$ cat src/rtl/urxps_cfg.svh
// constants of the receive phy select block
`ifndef URXPS_CFG_SVH
`define URXPS_CFG_SVH
`define URXPS_ADDR_W 5
`define URXPS_DATA_W 8
`define URXPS_NUM_PHY 31
`define URXPS_FCO_IDLE 1'h1
`define URXPS_ADDR_RST 5'h00
`endif

$ cat src/rtl/urxps_pkg.sv
// types of the receive phy select block
package urxps_pkg;
    typedef enum logic [2:0] {ST_OFF, ST_SPHY, ST_POLL, ST_SEL_HI, ST_SEL_LO, ST_CELL} urxps_state_t;
endpackage

$ cat src/rtl/urxps_sel_if.sv
// select request carrier between poll logic and pin stage
`timescale 1ns/1ps
interface urxps_sel_if #(parameter int AW = 5);
    logic [AW-1:0] addr;
    logic fco;
    logic drive;
    modport src (output addr, output fco, output drive);
    modport dst (input addr, input fco, input drive);
endinterface

$ cat src/rtl/urxps_pins.sv
// registered pin stage for address and flow control
`timescale 1ns/1ps
`include "urxps_cfg.svh"
module urxps_pins #(
    parameter int AW = 5
) (
    // clock and reset
    input wire logic clk_sys,
    input wire logic srst,
    // request
    urxps_sel_if.dst sel,
    // pins
    output logic [AW-1:0] addr_o,
    output logic [AW-1:0] addr_oe,
    output logic fco_o,
    output logic fco_oe
);
    always_ff @(posedge clk_sys) begin
        if (srst) begin
            addr_o <= AW'(`URXPS_ADDR_RST);
            fco_o <= `URXPS_FCO_IDLE;
            addr_oe <= '0;
            fco_oe <= 1'b0;
        end else begin
            addr_o <= sel.addr;
            fco_o <= sel.fco;
            addr_oe <= {AW{sel.drive}};
            fco_oe <= sel.drive;
        end
    end
endmodule // urxps_pins

$ cat src/rtl/urxps_rx_phy_select.sv
// receive phy polling, selection and cell capture
`timescale 1ns/1ps
`include "urxps_cfg.svh"
module urxps_rx_phy_select #(
    parameter int AW = `URXPS_ADDR_W,
    parameter int DW = `URXPS_DATA_W,
    parameter int NUM_PHY = `URXPS_NUM_PHY
) (
    // clock and reset
    input wire logic clk_sys,
    input wire logic srst,
    // software control
    input wire logic if_enable,
    input wire logic multi_phy,
    input wire logic accept_ready,
    // phy side
    input wire logic [DW-1:0] rx_input_data,
    input wire logic rx_start_of_cell,
    input wire logic rx_cell_avail,
    output logic [AW-1:0] rx_phy_addr_o,
    output logic [AW-1:0] rx_phy_addr_oe,
    output logic rx_flow_ctrl_out_o,
    output logic rx_flow_ctrl_out_oe,
    // user side
    output logic [DW-1:0] rx_cell_data,
    output logic rx_cell_valid,
    output logic rx_cell_sop,
    output logic [AW-1:0] rx_cell_phy
);
    // the link fixes the address at five bits; address 31 stays out of the poll walk as the null address
    if (AW != 5 || NUM_PHY < 1 || NUM_PHY > 31 || DW < 1) begin : g_param_check
        $error("unsupported parameters");
    end

    urxps_pkg::urxps_state_t state_reg;
    urxps_pkg::urxps_state_t state_next;
    logic [AW-1:0] poll_reg;
    logic [AW-1:0] sel_reg;
    logic fco_next;
    logic [AW-1:0] addr_next;
    logic enabled;

    urxps_sel_if #(.AW(AW)) sel_bus ();

    // =========================================
    // sequencing
    // =========================================
    // a cell ends when the phy withdraws; a single-cycle lag in cell_avail is tolerated by re-polling
    always_comb begin
        state_next = state_reg;
        case (state_reg)
            urxps_pkg::ST_OFF: if (if_enable) state_next = multi_phy ? urxps_pkg::ST_POLL : urxps_pkg::ST_SPHY;
            urxps_pkg::ST_SPHY: if (!if_enable || multi_phy) state_next = urxps_pkg::ST_OFF;
            urxps_pkg::ST_POLL: begin
                if (!if_enable || !multi_phy) state_next = urxps_pkg::ST_OFF;
                else if (rx_cell_avail && accept_ready) state_next = urxps_pkg::ST_SEL_HI;
            end
            urxps_pkg::ST_SEL_HI: state_next = urxps_pkg::ST_SEL_LO;
            urxps_pkg::ST_SEL_LO: state_next = urxps_pkg::ST_CELL;
            urxps_pkg::ST_CELL: begin
                if (!if_enable || !multi_phy) state_next = urxps_pkg::ST_OFF;
                else if (!rx_cell_avail || !accept_ready) state_next = urxps_pkg::ST_POLL;
            end
            default: state_next = urxps_pkg::ST_OFF;
        endcase
    end

    always_ff @(posedge clk_sys) begin
        if (srst) state_reg <= urxps_pkg::ST_OFF;
        else state_reg <= state_next;
    end

    // poll address walks 0..NUM_PHY-1; the polled address is latched when a phy answers
    always_ff @(posedge clk_sys) begin
        if (srst) begin
            poll_reg <= AW'(`URXPS_ADDR_RST);
            sel_reg <= AW'(`URXPS_ADDR_RST);
        end else if (state_reg == urxps_pkg::ST_POLL) begin
            if (rx_cell_avail && accept_ready) sel_reg <= poll_reg;
            else if (poll_reg == AW'(NUM_PHY - 1)) poll_reg <= '0;
            else poll_reg <= poll_reg + 1'b1;
        end
    end

    // =========================================
    // pin request
    // =========================================
    assign enabled = state_reg != urxps_pkg::ST_OFF;
    always_comb begin
        addr_next = poll_reg;
        fco_next = `URXPS_FCO_IDLE;
        case (state_reg)
            urxps_pkg::ST_SPHY: fco_next = !accept_ready;
            urxps_pkg::ST_SEL_HI: begin
                addr_next = sel_reg;
                fco_next = 1'b1;
            end
            urxps_pkg::ST_SEL_LO, urxps_pkg::ST_CELL: begin
                addr_next = sel_reg;
                fco_next = 1'b0;
            end
            default: begin
                addr_next = poll_reg;
                fco_next = `URXPS_FCO_IDLE;
            end
        endcase
    end
    assign sel_bus.addr = addr_next;
    assign sel_bus.fco = fco_next;
    assign sel_bus.drive = enabled;

    urxps_pins #(.AW(AW)) u_pins (
        .clk_sys(clk_sys),
        .srst(srst),
        .sel(sel_bus),
        .addr_o(rx_phy_addr_o),
        .addr_oe(rx_phy_addr_oe),
        .fco_o(rx_flow_ctrl_out_o),
        .fco_oe(rx_flow_ctrl_out_oe)
    );

    // =========================================
    // cell capture
    // =========================================
    // data is taken in the same cycle that enable is low on the pin, matching phy response latency
    logic fco_low_pin;
    assign fco_low_pin = rx_flow_ctrl_out_oe && !rx_flow_ctrl_out_o;
    always_ff @(posedge clk_sys) begin
        if (srst) begin
            rx_cell_data <= '0;
            rx_cell_valid <= 1'b0;
            rx_cell_sop <= 1'b0;
            rx_cell_phy <= '0;
        end else begin
            rx_cell_valid <= fco_low_pin;
            rx_cell_sop <= fco_low_pin && rx_start_of_cell;
            if (fco_low_pin) rx_cell_data <= rx_input_data;
            rx_cell_phy <= multi_phy ? rx_phy_addr_o : '0;
        end
    end
endmodule // urxps_rx_phy_select

$ cat config.mk
export PLATFORM = sky130hd
export DESIGN_NAME = urxps_rx_phy_select
export DESIGN_NICKNAME = d
export VERILOG_FILES = /design/src/rtl/urxps_pkg.sv /design/src/rtl/urxps_sel_if.sv /design/src/rtl/urxps_pins.sv /design/src/rtl/urxps_rx_phy_select.sv
export VERILOG_INCLUDE_DIRS = /design/src /design/src/rtl
export SDC_FILE = /design/constraint.sdc
export NUM_CORES = 1
export LEC_CHECK = 0
export BUFFER_PORTS_ARGS = -buffer_cell sky130_fd_sc_hd__buf_2
export CAP_MARGIN = 20
export CELL_PAD_IN_SITES_DETAIL_PLACEMENT = 2
export CELL_PAD_IN_SITES_GLOBAL_PLACEMENT = 2
export CORE_ASPECT_RATIO = 0.7
export CORE_MARGIN = 5
export CORE_UTILIZATION = 31
export CTS_CLUSTER_DIAMETER = 30
export DETAILED_ROUTE_END_ITERATION = 6
export MAX_ROUTING_LAYER = met4
export PLACE_DENSITY_LB_ADDON = 0.08
export RECOVER_POWER = 25
export SLEW_MARGIN = 20
export SYNTH_ARGS = -nofsm -noshare
export SYNTH_HDL_FRONTEND = slang
export SYNTH_SLANG_ARGS = --single-unit
$ cat constraint.sdc
create_clock -name clk_sys -period 2.55 [get_ports clk_sys]
set_input_delay 0.1275 -clock clk_sys [delete_from_list [all_inputs] [get_ports clk_sys]]
set_output_delay 0.1275 -clock clk_sys [all_outputs]
set_load 0.01 [all_outputs]
==> impl_metrics.ini <==
[clock_tree]
clk_pin_slew_ns = 0.07
root_buffer = clkbuf_8
postCtsSetupRepairBufs = 0
cts_max_path_buffers = 2
cts_made_buffers = 5
clock_latency_ns = 0.28
post_cts_resized = 0
tritoncts = built
clock_sinks = 35
htreeDepth = 2
cts.hold.buffers_added = 0

[timing]
period_share_pct = 62.8
setup_viol = 0
tightest_slew_ns = 1.28
final-max-slew-violation-count = 0
clock_skew_ns = 0.0100
fmax_mhz = 625
fin_setup_tns_ns = 0
period_needed_ns = 1.60
rsz0062_at_grt = false
slew_headroom_pct = 14.6
hold_viol_final = 0

[detailed_routing]
dr.pass1.iters = 4
routedWlPerCell_um = 16.9
viasPerCell = 5.32
wl_um = 4310
drcViolationCount = 0
vias = 1356
ant_nets = 0
drtIter0Drc = 29

[worst_setup_path]
r2r_end = poll_reg[2]
critical_path_class = reg -> reg
startpoint_type = flop
worstSetupEndpointType = flop
critical_path_depth = 3
critPathMaxFanout = 11
cp_cell_sequence = or3b_1 > o31ai_1 > a21oi_1
r2r_slack_ns = 0.95
worstSetupStartpoint = state_reg[1]
crit_family = flip-flops
cp.arrival_ns = 1.71
cp_num_buf_inv = 0
worstPathRequired_ns = 2.66
max_stage_delay_ns = 0.51
reg2reg_depth = 3
slowest_stage = dfxtp_1
crit_end = poll_reg[2]
rr_startpoint = state_reg[1]

[power]
p_leak_uw = 0.000630
peakVddDrop_uv = 191
power_density_nw_per_um2 = 614
total_power_uw = 1050

[yosys]
yosysSeqAreaShare_pct = 48.5
synthTopCellsByCount = 35 x dfxtp_1, 26 x a21oi_1, 21 x nand2_1
synth_top_family_by_area = simple AND/OR/NAND/NOR gates
mappedNetlistArea_um2 = 1450
synth_edf_count = 0
synth-seq-cells = 35
ys_warn_count = 0
synth.net_count = 185
async_flop_share_pct = 0
muxShareOfSynthArea_pct = 0
synth_most_common_cell = dfxtp_1
syn_avg_cell_area_um2 = 8.60
synth_area_leader_cell = dfxtp_1
synthSimpleGateAreaFrac_pct = 23.9
syn_inst = 168
synth_xor_area_share_pct = 0
ys.flop_type = dfxtp_1
synthAdderAreaFrac_pct = 1.73
yosys-top-cells-area = dfxtp_1 48%, a21oi_1 9.0%, nand2_1 5.5%, o21ai_0 4.5%, nand3_1 4.2%
synth_top_area_share_pct = 48.5
ys_types = 35
synth-compound-area-share_pct = 19.4

[placement]
dpl_cell_area_um2 = 1630
port_buffers = 41
hpwl_um = 3250
place.gp.congestion = 0.717

[layout]
regMostFlops = rx_cell_data
final_core_util_pct = 38.5
syn2layout_area_growth_pct = 18.1
fillers = 519
fin_nets = 217
multiInputGateArea_um2 = 651
design_area_um2 = 1710
diodes = 0
largest_reg_flops = 8
layout.area.seq_um2 = 701
drive_gt1_share_pct = 19.5

[global_route]
groute.usage.overall_pct = 15.0
grt_start_max_net_pins = 30
grt_overflow = 0
grt_pass1_wl_um = 6940
antenna_found_initial = 0
grt_pass1_vias = 1427

[floorplanning]
core-area_um2 = 4430
io_pins = 42
die_area_um2 = 6150
rows = 20
die_h_um = 67.1
start_util_pct = 32.6
die_width_um = 91.6

[outcome]
status = complete, no violations

[hold_path]
worstHoldStart = rx_start_of_cell
hold_class = in -> reg

[job]
cap_violations = 0
cell type report:
class                      instances  area share (%)
tap                               55            4.03
inverter                           2           0.440
multi-input combinational        115            38.1
clock buffer                       6            4.84
sequential                        35            41.1
clock inverter                     1           0.293
timing repair buffer              41            11.2
how the worst min path moves through the flow:
stage	endpoint	slack, ns	cells after the start
after floorplan	state_reg[1]	0.24	2
after detailed placement	rx_cell_sop	0.34	2
final	rx_cell_sop	0.05	2
after global routing	rx_cell_sop	0.06	2
after global placement	rx_cell_sop	0.33	2
after CTS	rx_cell_sop	0.05	2
report_power, final:
part	total, uW	switching, uW	internal [uW]
Sequential	572	16.4	555
Clock	404	193	212
Combinational	71.2	43.7	27.4
Total	1050	253	795
worst reg2reg max path: cells and delay by family (launching register included):
| kind | cells | cell delay (ns) |
|---|---|---|
| DFF | 1 | 0.51 |
| and+or+nand+nor | 1 | 0.52 |
| AOI/OAI and AO/OA | 2 | 0.41 |
stage by stage:
step | cells | hold slack (ns) | worst slack (ns)
finish | 255 | 0.0506 | 0.949
global route | 255 | 0.0550 | 0.886
CTS | 255 | 0.0483 | 1.00
detailed placement | 248 | 0.338 | 1.01
global placement | 248 | 0.328 | 1.13
floorplan | 168 | 0.241 | 1.22
layout by cell type, fill, tap and decap left out, types with 2 or more instances in the layout:
cell      count
nor2_1        3
nand2_1      21
nand2b_1      2
inv_1         2
nor2b_1       2
clkbuf_1     11
nand4_1       3
dfxtp_1      35
buf_2        30
a31oi_1       3
o31ai_1       2
and2_1        3
a21oi_1      26
o21ai_0      13
nand3_1      12
clkbuf_8      6
nand4b_1      2
ha_1          2
or4_1         2
and2_0        4
per-layer routing:
layer | up-vias | part of all wire [%] | track usage, %
met5 | - | 0 | -
met4 | 0 | 0.63 | 5.08
met3 | 2 | 5.5 | 5.08
met2 | 41 | 47 | 24.7
met1 | 667 | 47 | 17.3
li1 | 646 | - | -
cell families (layout without fill, tap and decap cells):
group | count (synthesis) | count (layout)
AOI/OAI and AO/OA | 50 | 50
adders and majority gates | 2 | 2
buffers and inverters | 18 | 50
DFF | 35 | 35
and+or+nand+nor | 63 | 63
(Power assumes the default switching activity.)
